### config.mk
export PLATFORM = sky130hd
export DESIGN_NAME = aecm_ctrl
export DESIGN_NICKNAME = d
export VERILOG_FILES = /design/src/hw/aecm_pkg.sv /design/src/hw/aecm_corr_status.sv /design/src/hw/aecm_ctrl.sv /design/src/hw/aecm_header_log.sv
export SDC_FILE = /design/constraint.sdc
export NUM_CORES = 1
export LEC_CHECK = 0
export BUFFER_PORTS_ARGS = -buffer_cell sky130_fd_sc_hd__buf_2
export CELL_PAD_IN_SITES_DETAIL_PLACEMENT = 2
export CELL_PAD_IN_SITES_GLOBAL_PLACEMENT = 2
export CORE_ASPECT_RATIO = 1.1
export CORE_MARGIN = 3
export CORE_UTILIZATION = 32
export DETAILED_ROUTE_END_ITERATION = 8
export PLACE_DENSITY_LB_ADDON = 0.1
export SETUP_SLACK_MARGIN = 0.2
export SLEW_MARGIN = 5
export SYNTH_ARGS = -nofsm -noshare
export SYNTH_HDL_FRONTEND = slang
export SYNTH_SLANG_ARGS = --single-unit
### constraint.sdc
create_clock -name i_core_clk -period 4.3 [get_ports i_core_clk]
set_input_delay 0.43 -clock i_core_clk [delete_from_list [all_inputs] [get_ports i_core_clk]]
set_output_delay 0.43 -clock i_core_clk [all_outputs]
set_load 0.1 [all_outputs]
### src/hw/aecm_pkg.sv
// Purpose: Constants for the correctable error mask and error capability/control registers
// Assumes: Config access is a simple byte-addressed, dword-wide read/write port on the core clock
// Notes:   Offsets are byte addresses in the extended configuration space
//
// Summary of operation
// RQ1: Masked correctable error still sets status, but no log and no message.
// RQ2: Advisory nonfatal mask bit 13 resets to one.
// RQ3: Writable masks at bits 12, 8, 0; one masks.
// RQ4: Writable masks at bits 7 and 6; one masks.
// RQ5: Reserved bits read zero and ignore writes in both registers.
// RQ6: Control bit 8 enables end-to-end CRC checking.
// RQ7: Control bit 7 reads one: checking capable.
// RQ8: Control bit 6 enables end-to-end CRC generation.
// RQ9: Control bit 5 reads one: generation capable.
// RQ10: Bits 4:0 hold position of first uncorrectable error detected.
// RQ11: Correctable status bits clear only on a written one.
// RQ12: Logging captures offending packet header, up to four dwords.
// RQ13: First-error pointer holds until its uncorrectable status bit clears.
package aecm_pkg;

    // ------------------------------------------------------------------
    // Register offsets
    // ------------------------------------------------------------------
    localparam logic [11:0] OFF_CORR_STATUS  = 12'h110;
    localparam logic [11:0] OFF_CORR_MASK    = 12'h114;
    localparam logic [11:0] OFF_CAP_CONTROL  = 12'h118;
    localparam logic [11:0] OFF_HDR_LOG0     = 12'h11C;
    localparam logic [11:0] OFF_HDR_LOG1     = 12'h120;
    localparam logic [11:0] OFF_HDR_LOG2     = 12'h124;
    localparam logic [11:0] OFF_HDR_LOG3     = 12'h128;

    // ------------------------------------------------------------------
    // Field positions
    // ------------------------------------------------------------------
    localparam int BIT_RX_ERROR      = 0;
    localparam int BIT_BAD_TLP       = 6;
    localparam int BIT_BAD_DLLP      = 7;
    localparam int BIT_REPLAY_ROLL   = 8;
    localparam int BIT_REPLAY_TMOUT  = 12;
    localparam int BIT_ADVISORY_NF   = 13;
    localparam int BIT_CHECK_ENABLE  = 8;
    localparam int BIT_CHECK_CAPABLE = 7;
    localparam int BIT_GEN_ENABLE    = 6;
    localparam int BIT_GEN_CAPABLE   = 5;
    localparam int FIRST_ERR_W       = 5;

    // ------------------------------------------------------------------
    // Writable masks and reset values
    // ------------------------------------------------------------------
    localparam logic [31:0] CORR_WMASK       = 32'h0000_31C1;
    localparam logic [31:0] CORR_MASK_RESET  = 32'h0000_2000;
    localparam logic [31:0] CAP_CTRL_RESET   = 32'h0000_00A0;
    localparam logic [31:0] ZERO_WORD        = 32'h0000_0000;

endpackage : aecm_pkg
### src/hw/aecm_corr_status.sv
// Purpose: Correctable error status bits, write-one-to-clear
// Assumes: Detect pulses are on the core clock
// Notes:   A detect in the cycle of a clear keeps the bit set
`timescale 1ns/1ps
module aecm_corr_status (
    // Clock and reset
    input  wire logic        i_core_clk,
    input  wire logic        i_reset_n,
    // Events and clear
    input  wire logic [31:0] i_detect,
    input  wire logic [31:0] i_clear,
    // State
    output logic      [31:0] o_status
);

    logic [31:0] status_r;
    logic [31:0] status_nxt;

    // RQ11 set wins over clear
    assign status_nxt = ((status_r & ~i_clear) | i_detect) & aecm_pkg::CORR_WMASK;
    assign o_status   = status_r;

    always_ff @(posedge i_core_clk) begin
        if (!i_reset_n) begin
            status_r <= aecm_pkg::ZERO_WORD;
        end else begin
            status_r <= status_nxt;
        end
    end

endmodule : aecm_corr_status

### src/hw/aecm_ctrl.sv
// Purpose: Correctable error mask and error capability/control registers
// Assumes: Config port reads and writes one dword per cycle, byte enables per lane
// Notes:   Read data and report outputs are registered; read data one cycle after request, enables two cycles after a write
`timescale 1ns/1ps
module aecm_ctrl (
    // Clock and reset
    input  wire logic         i_core_clk,
    input  wire logic         i_reset_n,
    // Configuration access
    input  wire logic         i_cfg_wr,
    input  wire logic         i_cfg_rd,
    input  wire logic [11:0]  i_cfg_addr,
    input  wire logic [31:0]  i_cfg_wdata,
    input  wire logic [3:0]   i_cfg_be,
    output logic      [31:0]  o_cfg_rdata,
    output logic              o_cfg_rvalid,
    // Correctable error detectors
    input  wire logic [31:0]  i_corr_detect,
    input  wire logic [127:0] i_corr_header,
    // Uncorrectable error events from the status block
    input  wire logic         i_uncorr_detect,
    input  wire logic [4:0]   i_uncorr_pos,
    input  wire logic [31:0]  i_uncorr_status,
    // Report outputs
    output logic              o_corr_msg,
    output logic              o_corr_log,
    output logic              o_e2e_crc_check_enable,
    output logic              o_e2e_crc_gen_enable
);

    // ------------------------------------------------------------------
    // Decode
    // ------------------------------------------------------------------
    logic [31:0] corr_mask_r;
    logic        check_en_r;
    logic        gen_en_r;
    logic [4:0]  first_err_r;
    logic        first_valid_r;
    logic [31:0] corr_status;
    logic [31:0] log_word;

    wire sel_status = (i_cfg_addr == aecm_pkg::OFF_CORR_STATUS);
    wire sel_mask   = (i_cfg_addr == aecm_pkg::OFF_CORR_MASK);
    wire sel_ctrl   = (i_cfg_addr == aecm_pkg::OFF_CAP_CONTROL);
    wire sel_log    = (i_cfg_addr >= aecm_pkg::OFF_HDR_LOG0) &&
                      (i_cfg_addr <= aecm_pkg::OFF_HDR_LOG3);

    function automatic logic [31:0] lane_mask(input logic [3:0] be);
        lane_mask = {{8{be[3]}}, {8{be[2]}}, {8{be[1]}}, {8{be[0]}}};
    endfunction : lane_mask

    wire [31:0] wbits   = i_cfg_wdata & lane_mask(i_cfg_be);
    wire [31:0] clr_vec = (i_cfg_wr && sel_status) ? wbits : aecm_pkg::ZERO_WORD;
    wire [1:0]  log_idx = 2'((i_cfg_addr - aecm_pkg::OFF_HDR_LOG0) >> 2);

    // ------------------------------------------------------------------
    // Mask register
    // ------------------------------------------------------------------
    // RQ5 reserved bits stay zero
    wire [31:0] mask_nxt = (corr_mask_r & ~(aecm_pkg::CORR_WMASK & lane_mask(i_cfg_be)))
                         | (wbits & aecm_pkg::CORR_WMASK);

    // RQ2 RQ3 RQ4 writable masks
    always_ff @(posedge i_core_clk) begin
        if (!i_reset_n) begin
            corr_mask_r <= aecm_pkg::CORR_MASK_RESET;
        end else if (i_cfg_wr && sel_mask) begin
            corr_mask_r <= mask_nxt;
        end
    end

    // ------------------------------------------------------------------
    // Capability and control register
    // ------------------------------------------------------------------
    // RQ6 RQ8 enable bits
    always_ff @(posedge i_core_clk) begin
        if (!i_reset_n) begin
            check_en_r <= 1'b0;
            gen_en_r   <= 1'b0;
        end else if (i_cfg_wr && sel_ctrl) begin
            if (i_cfg_be[1]) begin
                check_en_r <= i_cfg_wdata[aecm_pkg::BIT_CHECK_ENABLE];
            end
            if (i_cfg_be[0]) begin
                gen_en_r <= i_cfg_wdata[aecm_pkg::BIT_GEN_ENABLE];
            end
        end
    end

    // RQ10 RQ13 first error pointer
    wire first_cleared = first_valid_r && !i_uncorr_status[first_err_r];

    always_ff @(posedge i_core_clk) begin
        if (!i_reset_n) begin
            first_err_r   <= 5'h00;
            first_valid_r <= 1'b0;
        end else if (i_uncorr_detect && (!first_valid_r || first_cleared)) begin
            first_err_r   <= i_uncorr_pos;
            first_valid_r <= 1'b1;
        end else if (first_cleared) begin
            first_valid_r <= 1'b0;
        end
    end

    // RQ7 RQ9 fixed capable bits, RQ5 upper bits zero
    wire [31:0] ctrl_word = {23'h000000, check_en_r, 1'b1, gen_en_r, 1'b1, first_err_r};

    // ------------------------------------------------------------------
    // Status and header log
    // ------------------------------------------------------------------
    aecm_corr_status u_status (
        .i_core_clk (i_core_clk),
        .i_reset_n  (i_reset_n),
        .i_detect   (i_corr_detect),
        .i_clear    (clr_vec),
        .o_status   (corr_status)
    );

    // RQ1 masked errors neither logged nor reported
    wire [31:0] reportable = i_corr_detect & aecm_pkg::CORR_WMASK & ~corr_mask_r;
    wire        report_any = |reportable;

    aecm_header_log #(
        .DWORDS (4)
    ) u_log (
        .i_core_clk (i_core_clk),
        .i_reset_n  (i_reset_n),
        .i_capture  (report_any),
        .i_header   (i_corr_header),
        .i_index    (log_idx),
        .o_word     (log_word)
    );

    // ------------------------------------------------------------------
    // Read mux and outputs
    // ------------------------------------------------------------------
    wire [31:0] rd_mux = sel_status ? corr_status :
                         sel_mask   ? corr_mask_r :
                         sel_ctrl   ? ctrl_word   :
                         sel_log    ? log_word    : aecm_pkg::ZERO_WORD;

    always_ff @(posedge i_core_clk) begin
        if (!i_reset_n) begin
            o_cfg_rdata            <= aecm_pkg::ZERO_WORD;
            o_cfg_rvalid           <= 1'b0;
            o_corr_msg             <= 1'b0;
            o_corr_log             <= 1'b0;
            o_e2e_crc_check_enable <= 1'b0;
            o_e2e_crc_gen_enable   <= 1'b0;
        end else begin
            o_cfg_rdata            <= i_cfg_rd ? rd_mux : aecm_pkg::ZERO_WORD;
            o_cfg_rvalid           <= i_cfg_rd;
            o_corr_msg             <= report_any;
            o_corr_log             <= report_any;
            o_e2e_crc_check_enable <= check_en_r;
            o_e2e_crc_gen_enable   <= gen_en_r;
        end
    end

endmodule : aecm_ctrl

### src/hw/aecm_header_log.sv
// Purpose: Four-dword header log of the packet behind the latest logged error
// Assumes: Header words arrive with the log strobe
// Notes:   Read only to software
`timescale 1ns/1ps
module aecm_header_log #(
    parameter int DWORDS = 4
) (
    // Clock and reset
    input  wire logic        i_core_clk,
    input  wire logic        i_reset_n,
    // Capture
    input  wire logic        i_capture,
    input  wire logic [127:0] i_header,
    // Read
    input  wire logic [1:0]  i_index,
    output logic      [31:0] o_word
);

    logic [31:0] log_r [DWORDS];

    assign o_word = log_r[i_index];

    // RQ12 capture offending header
    always_ff @(posedge i_core_clk) begin
        for (int k = 0; k < DWORDS; k++) begin
            if (!i_reset_n) begin
                log_r[k] <= aecm_pkg::ZERO_WORD;
            end else if (i_capture) begin
                log_r[k] <= i_header[k*32 +: 32];
            end
        end
    end

endmodule : aecm_header_log

Word level (Yosys, flattened, before mapping)
Memories as Yosys holds them, arrays and structs flattened. Cells that the tools add are included.

Magnitude comparators: 3. Add/sub/neg operators: 1. Equality and inequality tests: 3. Reductions and logical operators: 14. Muxes and demuxes: 17. Bitwise logic cells: 13.

Operators by type and width (count): $mux 32 (8); $eq 12x9->1 const B (3); $and 14x32->32 (1); $and 32x32->32 (1); $not 14->32 (1); $not 32->32 (1); $or 32x14->32 (1); $reduce_or 32->1 (1); $and 14x14->14 (2); $mux 14 (1); $not 14->14 (1); $or 14x14->14 (1); $ge 12x9->1 const B (1); $le 12x9->1 const B (1); $mux 1 (7); $logic_and 1x1->1 (6); $lt 5x6->1 const B (1); $reduce_and 2->1 (3); $bmux 1 s5 (1); $or 1x1->1 (4); $sub 4x4->4 const B (1); $logic_not 1->1 (2); $reduce_bool 2->1 (1); $logic_or 1x1->1 (1).

Flip-flop bits (word level): 82. Logic and storage cells: 63. Memory bits (writable): 128. Memories: 1.

Memory list: u_log.log_r (words 4, bits a word 32, read ports 1, clocked after memory_dff 0, write ports 4, line aecm_header_log.sv:19) `logic [31:0] log_r [DWORDS];`.

Logic depth before layout (Yosys ltp)
Gate-level depths: netlist of the first run.

Depth in word-level cells: 7. Depth in mapped cells: 11.

Hierarchy
Synthesis of the first run repeated with hierarchy kept, for this count alone.

Cell total of the unflattened synthesis: 682. Area, all modules: 8789.7 µm².

Modules (own cells, without submodules): aecm_header_log (area an instance 5577.8 µm², instances 1, sequential area each 3843.7 µm², cells an instance 324); aecm_ctrl (area an instance 2765.2 µm², instances 1, sequential area each 1001.0 µm², cells an instance 313); aecm_corr_status (area an instance 446.7 µm², instances 1, sequential area each 120.1 µm², cells an instance 45).

Least setup slack after synthesis of the first run
OpenSTA, ideal clock, no wires.

Path type: input to register. Start point: in i_corr_detect[7]. End point: mem u_log.log_r[0][0] (enable). Path slack: 303 ps. Arrival time: 2882 ps. Setup time: 1115 ps. Required time: 3185 ps. Stages: 4. Buffers on the path: 0. Cells stage by stage: inv_1 > o22ai_1 > nor3_1 > nand2_1.

RTL lines: start: declaration (line aecm_ctrl.sv:18) `input wire logic [31:0] i_corr_detect,`; end: declaration (line aecm_header_log.sv:19).

Worst setup path in the final report of the first run
Start point: reg first_err_r[0]. End point: reg first_err_r[0].

Longest elaborated chain between the ends: 6.

RTL lines: start: declaration (line aecm_ctrl.sv:37) `logic [4:0] first_err_r;`; start signal: assignment (line aecm_ctrl.sv:98) `first_err_r <= i_uncorr_pos;`; $bmux 1 s5 (line aecm_ctrl.sv:91) `wire first_cleared = first_valid_r && !i_uncorr_status[first_err_r];`; $mux 1 (not written as such) (line aecm_ctrl.sv:91); $logic_not 1->1 (line aecm_ctrl.sv:91); $logic_and 1x1->1 (line aecm_ctrl.sv:91); $logic_or 1x1->1 (line aecm_ctrl.sv:97) `end else if (i_uncorr_detect && (!first_valid_r || first_cleared)) begin`; $logic_and 1x1->1 (line aecm_ctrl.sv:97).

No other way between the ends. The select of a mux whose other input is x is not followed. A chain may end at the register's enable or synchronous reset.

==> flow_summary.yaml, run 1 <==
run_status:
  status: "finished clean"
global_route:
  grt_usage: 0.1546
  grt_pass1_vias: 5795
  grt_pass1_wl_microns: 31390
  overflow: 0
  antenna_found_initial: 7
  grt_max_degree: 70
timing:
  finalSetupViolCount: 0
  rsz0062_at_grt: "no"
  finalCriticalPeriod_ns: 2.559
  hold_viol_final: 0
  worstMarginPinSlew_ns: 1.113
  fin_tns_setup_ns: 0
  fmax_mhz: 390.8
  slew_viol_final: 0
  clock_skew_ns: 0.01464
  slew_headroom: 0.2567
  fin_crit_sh: 0.5951
hold_path:
  hold_class: "in2reg"
cts:
  cts_max_path_buffers: 2
  path_clk_slew_ns: 0.08
  cts_setup_buffers: 0
  insertion_delay_ns: 0.43
  tritoncts: "yes"
  h-tree-depth: 4
  holdBufCountCts: 0
  cts_root_buffer: "clkbuf_16"
  cts_sinks: 184
  cts_made_buffers: 17
  cts_resized: 0
finish:
  multi_input_area_sq_um: 2721
  fin_nets: 1025
  fill_cells: 2487
  areaGrowthSynthToFinish_pct: 26.55
  layout.cells.non_filler: 1091
  drive_gt1_frac: 0.4094
  layout_commonest_cell: "buf_2"
  seq_area_sq_um: 4965
  layout_common_cells: "232 x buf_2, 131 x and2_1, 128 x edfxtp_1"
synth:
  ys_seq_elements: 184
  synth_flop_cell: "edfxtp_1"
  synthArstFlopShare: 0
  synth_nets: 798
  yosysTopAreaCell: "edfxtp_1"
  netlist_instances: 544
  syn_area_sq_um: 7846
  synth_area_leaders: "edfxtp_1 49%, dfxtp_1 14%, mux4_2 12%"
  yosysTopAreaCellShare: 0.4899
  syn_area_per_cell_sq_um: 14.42
  seq_area_frac_synth: 0.6328
  ys.warnings.count: 0
  synth-edff-count: 128
  ys_types: 40
placed_design:
  gp_congestion: 0.7846
  dpl.hpwl_microns: 14920
  placedCellCount: 1057
  numPortBuffers: 232
power_and_ir_drop:
  power_density_nw_per_um2: 392.7
  power_leakage_uw: 0.004172
  ir_drop_v: 0.0002118
floorplanning:
  chipWidth_microns: 155.3
  core-area_sq_um: 23920
  die-area_sq_um: 26440
  fp.dieH_microns: 170.2
  initial_core_util: 0.3280
  io_pins: 287
  row_count: 59
worst_setup_path:
  critPathLaunchType: "flop"
  worstPathRequired_ns: 4.61
  end_kind: "flop"
  cp_max_fo: 10
  crit_type: "reg2reg"
  crit_arrival_ns: 2.87
routing:
  routed_via_density: 4.698
  firstDrtPassIters: 4
  dr.first_iter.drc_count: 177
  wl_microns: 20210
  drc: 0
  wl_per_cell_microns: 18.52
  ant_nets: 0
  vias: 5126
flow_run:
  drv_cap: 0
-- synthesized netlist by cell type (2+ instances only) --
library cell  number
o21ai_2            2
nand3_1            6
nor3b_1            2
o211ai_1           3
a21boi_0           3
nor2b_1           29
ha_1               4
and2_1           131
o21ai_0            8
a21boi_1           8
a21oi_1            6
mux4_2            42
a22oi_1            4
edfxtp_1         128
buf_1              2
inv_1             11
clkbuf_1          22
mux2i_1            8
nor2_1            13
a221o_1            3
buf_4              2
nand2_1           23
dfxtp_1           56
o22ai_1            3
buf_2              4
o21a_1             7
-- layout make-up --
class | instances | share of cell area
flip-flops and latches | 184 | 0.5000
multi-input cells | 318 | 0.2741
repair buffers | 239 | 0.1222
clock buffers | 18 | 0.04322
well taps | 305 | 0.03843
clock inverters | 14 | 0.01739
inverters | 11 | 0.004158
diodes | 2 | 0.0005040
-- per-layer routing --
metal  up-vias  routed length, microns  track usage  part of all wire
met1      2512                    7863       0.1776              0.39
met5         -                      62            0            0.0031
met4        10                     177      0.03312            0.0088
li1       2426                       -            -                 -
met2       153                   10740       0.2835              0.53
met3        25                    1359      0.04858             0.067
-- path summary, 6_finish.rpt --
path                        startpoint              endpoint  slack [ns]  cells past startpoint
setup / recovery        first_err_r[0]        first_err_r[0]        1.74                      6
hold / removal        i_corr_detect[0]  u_status.o_status[0]        0.23                      2
setup reg to reg        first_err_r[0]        first_err_r[0]        1.74                      6
hold reg to reg   u_status.o_status[8]        o_cfg_rdata[8]        0.47                      2
-- sequential cells by signal (all words and copies together), names as in the netlist, named ones only --
register	count
o_cfg_rvalid	1
o_cfg_rdata	32
o_e2e_crc_gen_enable	1
u_log.log_r	128
first_valid_r	1
check_en_r	1
gen_en_r	1
o_e2e_crc_check_enable	1
u_status.o_status	6
first_err_r	5
o_corr_log	1
-- power breakdown --
group          switching, uW  total [uW]  internal, uW
clock network            763        1550           792
logic                    145         338           194
registers               30.8        2010          1980
total                    938        3900          2960
-- worst max-delay path, stage by stage, from the launching register on --
cell,delay (ns)
dfxtp_1,0.76
mux4_2,0.58
mux4_2,0.49
nor2_1,0.19
o21ai_2,0.17
mux2i_1,0.19
nor2b_1,0.07
-- logic make-up after synthesis --
group,synth area share
buf+inv,0.02264
flops,0.6328
simple gates,0.1630
compound gates,0.04449
fa+ha+maj,0.006379
mux,0.1308
-- per-stage QoR --
stage | utilization | setup slack [ns] | total power [uW] | instance area [sq um] | hold WS (ns)
CTS | 0.4149 | 1.657 | 3974 | 9925 | 0.2134
global route | 0.4152 | 1.486 | 4080 | 9930 | 0.2224
finish | 0.4152 | 1.741 | 3899 | 9930 | 0.2339
detailed placement | 0.3898 | 1.299 | 2396 | 9323 | 0.4545
floorplan | - | 0.3026 | 2242 | 7846 | 0.4280
global placement | 0.3898 | 1.315 | 2375 | 9323 | 0.4514
Power figures use the tool's default switching activity.
==> run 2: changes to the inputs <==
==> constraint.sdc (replaced) <==
create_clock -name i_core_clk -period 2.36 [get_ports i_core_clk]
set_input_delay 0.236 -clock i_core_clk [delete_from_list [all_inputs] [get_ports i_core_clk]]
set_output_delay 0.236 -clock i_core_clk [all_outputs]
set_load 0.1 [all_outputs]
==> flow_summary.yaml, run 2 (synthesis results as in run 1) <==
timing:
  slew_viol_final: 0
  hold-worst-slack_ns: 0.03018
  rsz0062_at_grt: "yes"
  worstMarginPinSlew_ns: 0.7227
  fin_tns_setup_ns: 0
  finalCriticalPeriod_ns: 2.163
  fmax_mhz: 462.3
  finalSetupViolCount: 0
  clock_skew_ns: 0.01399
  slew_headroom: 0.5182
  fin_crit_sh: 0.9165
  hold_viol_final: 0
cts:
  insertion_delay_ns: 0.44
  cts_max_path_buffers: 2
  h-tree-depth: 4
  cts_root_buffer: "clkbuf_16"
  tritoncts: "yes"
  path_clk_slew_ns: 0.08
  cts_made_buffers: 17
  cts_sinks: 184
worst_setup_path:
  end_kind: "flop"
  critPathLaunchType: "flop"
  worstPathRequired_ns: 2.68
  cp_max_fo: 5
  rrSetupSlack_ns: 0.20
  crit_type: "reg2reg"
  crit_arrival_ns: 2.48
routing:
  firstDrtPassIters: 4
  dr_wl_met3_microns: 1345
  ant_nets: 0
  routed_via_density: 4.701
  drc: 0
  vias: 5190
  dr.first_iter.drc_count: 144
  wl_per_cell_microns: 18.94
  wl_met2_microns: 11020
  wl_microns: 20910
  wl_met1_microns: 8163
  top_layer: "met5"
global_route:
  overflow: 0
  grt_usage: 0.1594
  grt_pass1_wl_microns: 32090
  grt_pass1_vias: 5906
  grt_max_degree: 129
  antenna_found_initial: 6
floorplanning:
  core-area_sq_um: 23920
  initial_core_util: 0.3280
  io_pins: 287
  chipWidth_microns: 155.3
  row_count: 59
  fp.dieH_microns: 170.2
  die-area_sq_um: 26440
finish:
  areaGrowthSynthToFinish_pct: 28.77
  drive_gt1_frac: 0.4234
  layout_commonest_cell: "buf_2"
  regMostFlops: "u_log.log_r"
  fin_nets: 1037
  layout_common_cells: "232 x buf_2, 131 x and2_1, 128 x edfxtp_1"
  largest_reg_flops: 128
placed_design:
  dpl.hpwl_microns: 15510
  numPortBuffers: 232
  gp_congestion: 0.8175
power_and_ir_drop:
  ir_drop_v: 0.0004121
  power.internal_uw: 5400
  switching_share: 0.2429
  power_leakage_uw: 0.004243
  pwr-share-comb: 0.092
  power_density_nw_per_um2: 706.0
  clkPwrFrac: 0.396
  power_switching_uw: 1732
  seq_power_share: 0.512
flow_run:
  drv_cap: 0
run_status:
  status: "finished clean"
hold_path:
  hold_class: "in2reg"
run 2: cell types whose count changed in the layout (fill, tap and decap cells not counted), moves of 2 or more:
cell      change
buf_12        +3
buf_4         +8
clkinv_4      +3
clkinv_8      -2
dfxtp_1       -2
inv_6         -4
inv_8         +3
o21ai_2       -2
o21ai_4       +2
run 2: repair_timing:
action | in CTS | in global routing
endpoints found under the setup margin | 5 | 5
setup buffers | 0 | 1
cloned | 0 | 1
resized for setup | 5 | 2
hold buffers | 0 | 0
endpoints found under the hold margin | 0 | 0
run 2: power by group through the flow:
stage               registers (uW)  clock network (uW)  logic [uW]
global placement              3710                   0         637
detailed placement            3730                   0         663
floorplan                     3710                   0         376
finish                        3650                2820         659
global route                  3670                3030         733
CTS                           3650                2920         670
run 2: final timing paths:
| kind | start | endpoint | cells past startpoint |
|---|---|---|---|
| worst max-delay path | first_err_r[0] | first_err_r[2] | 7 |
| worst min-delay path | i_corr_detect[13] | u_status.o_status[13] | 2 |
| worst max register to register | first_err_r[0] | first_err_r[2] | 7 |
| worst min register to register | u_status.o_status[8] | o_cfg_rdata[8] | 2 |
run 2: worst max-delay path, cell delays in order, from the launching register on:
cell     delay (ns)
dfxtp_4        0.38
buf_12         0.13
mux4_2         0.50
mux4_2         0.53
o21ai_4        0.18
o21ai_4        0.11
mux2i_1        0.16
nor2b_1        0.06
run 2: final cells by class:
type,count,area (sq um)
Timing Repair Buffer,251,1359
Inverter,11,41.29
Antenna cell,3,7.507
Clock inverter,14,156.4
Sequential cell,184,4970
Multi-Input combinational cell,318,2759
Fill cell,2469,13810
Tap cell,305,381.6
Clock buffer,18,429.2
run 2: routing by layer:
layer | track usage | vias to the layer above
met2 | 0.2886 | 161
met3 | 0.04858 | 28
met4 | 0.04416 | 8
met1 | 0.1828 | 2551
met5 | 0 | -
li1 | - | 2442
run 2: metrics by stage:
stage | cell area [sq um] | std cells | setup slack, ns | total power, uW | util
floorplan | 7886 | 544 | 0.2099 | 4090 | -
global placement | 9450 | 1067 | 0.1818 | 4348 | 0.3951
detailed placement | 9450 | 1067 | 0.1293 | 4390 | 0.3951
CTS | 10060 | 1099 | 0.1976 | 7240 | 0.4204
global route | 10100 | 1103 | 0.09181 | 7430 | 0.4223
finish | 10100 | 1104 | 0.1970 | 7133 | 0.4224
==> run 3: changes to the inputs <==
--- a/config.mk
+++ b/config.mk
@@ -13,7 +13,7 @@
 export CORE_UTILIZATION = 32
 export DETAILED_ROUTE_END_ITERATION = 8
 export PLACE_DENSITY_LB_ADDON = 0.1
-export SETUP_SLACK_MARGIN = 0.2
+export SETUP_SLACK_MARGIN = 0.02
 export SLEW_MARGIN = 5
 export SYNTH_ARGS = -nofsm -noshare
 export SYNTH_HDL_FRONTEND = slang
==> flow_summary.yaml, run 3 (synthesis results as in run 1) <==
run_status:
  status: "finished clean"
cts:
  path_clk_slew_ns: 0.08
  holdBufCountCts: 0
  insertion_delay_ns: 0.42
  cts_made_buffers: 17
  tritoncts: "yes"
  cts_root_buffer: "clkbuf_16"
  cts_sinks: 184
  cts_max_path_buffers: 2
  h-tree-depth: 4
timing:
  clock_skew_ns: 0.01447
  slew_headroom: 0.6510
  rsz0062_at_grt: "no"
  slew_viol_final: 0
  worstMarginPinSlew_ns: 0.5235
  fin_crit_sh: 0.9458
  finalCriticalPeriod_ns: 2.232
  hold_viol_final: 0
  finalSetupViolCount: 0
  fin_ws_ns: 0.1279
  fmax_mhz: 448.0
  fin_tns_setup_ns: 0
  hold-worst-slack_ns: 0.03980
finish:
  layout_common_cells: "232 x buf_2, 131 x and2_1, 128 x edfxtp_1"
  areaGrowthSynthToFinish_pct: 28.64
  fill_cells: 2497
  largest_reg_flops: 128
  fin_nets: 1036
  layout_commonest_cell: "buf_2"
  final_util: 0.4220
  regMostFlops: "u_log.log_r"
  drive_gt1_frac: 0.4226
placed_design:
  dpl.hpwl_microns: 15670
  numPortBuffers: 232
  gp_congestion: 0.8012
  post-place-ws_ns: 0.05526
worst_setup_path:
  cp_cell_sequence: "buf_12 -> mux4_2 -> mux4_2 -> o21ai_4 -> o21ai_4 -> mux2i_1 -> nor2b_1"
  rr_worst_depth: 7
  critPathLaunchType: "flop"
  end_kind: "flop"
  worst-path-stages: 7
  crit_type: "reg2reg"
  crit_arrival_ns: 2.54
  critical-path-top-delay-family: "multiplexers"
  cp_num_buf_inv: 1
  slowest_delay_ns: 0.55
  worstPathRequired_ns: 2.67
  cp_max_fo: 9
  rrSetupSlack_ns: 0.13
  slowest_stage: "mux4_2"
floorplanning:
  initial_core_util: 0.3280
  chipWidth_microns: 155.3
  fp.dieH_microns: 170.2
  row_count: 59
  die-area_sq_um: 26440
  io_pins: 287
  core-area_sq_um: 23920
global_route:
  overflow: 0
  use_met3: 0.04654
  antenna_found_initial: 6
  top_usage_layer: "met2"
  gr-usage-met1: 0.1802
  grt_util_met2: 0.2866
  grt_pass1_wl_microns: 31740
  grt_pass1_vias: 5836
  grt_max_degree: 73
  grt_usage: 0.1560
routing:
  ant_nets: 0
  firstDrtPassIters: 4
  dr.first_iter.drc_count: 168
  wl_per_cell_microns: 18.78
  wl_microns: 20680
  drc: 0
  routed_via_density: 4.711
  vias: 5187
power_and_ir_drop:
  power_density_nw_per_um2: 710.5
  ir_drop_v: 0.0004264
  power_leakage_uw: 0.004246
hold_path:
  hold_class: "in2reg"
  whs_path_depth: 2
flow_run:
  drv_cap: 0
run 3: layout make-up:
type | instances | area, sq um | share of cell area
clock inverters | 15 | 176.4 | 0.01748
well taps | 305 | 381.6 | 0.03781
flip-flops and latches | 184 | 4966 | 0.4920
diodes | 1 | 2.502 | 0.0002479
multi-input cells | 318 | 2754 | 0.2728
repair buffers | 250 | 1346 | 0.1334
inverters | 11 | 41.29 | 0.004091
clock buffers | 17 | 425.4 | 0.04215
run 3: routing by layer:
layer,part of all wire,vias up
li1,-,2439
met5,0.0030,-
met1,0.39,2554
met3,0.062,22
met4,0.0093,10
met2,0.54,162
run 3: timing repair:
item,in CTS,in global routing
endpoints found under the setup margin,0,5
buffers inserted,0,0
resized for setup,0,4
hold endpoints to repair,0,0
run 3: stage by stage:
| step | cells | total power, uW | instance area, sq um |
|---|---|---|---|
| global route | 1101 | 7481 | 10090 |
| detailed placement | 1068 | 4387 | 9470 |
| finish | 1101 | 7171 | 10090 |
| global placement | 1068 | 4345 | 9470 |
| floorplan | 544 | 4086 | 7868 |
| CTS | 1100 | 7300 | 10070 |
run 3: path summary, 6_finish.rpt:
kind | start | endpoint
hold reg to reg | u_status.o_status[0] | o_cfg_rdata[0]
hold / removal | i_corr_detect[6] | u_status.o_status[6]
setup reg to reg | first_err_r[0] | first_err_r[2]
setup / recovery | first_err_r[0] | first_err_r[2]
run 3: worst reg2reg max path, cell delays in order (launching register included):
cell,delay (ns)
dfxtp_2,0.37
buf_12,0.15
mux4_2,0.52
mux4_2,0.55
o21ai_4,0.20
o21ai_4,0.11
mux2i_1,0.17
nor2b_1,0.07
run 3: report_power, final:
part | internal, uW | switching, uW
logic | 370 | 277
clock network | 1520 | 1350
registers | 3600 | 52.4
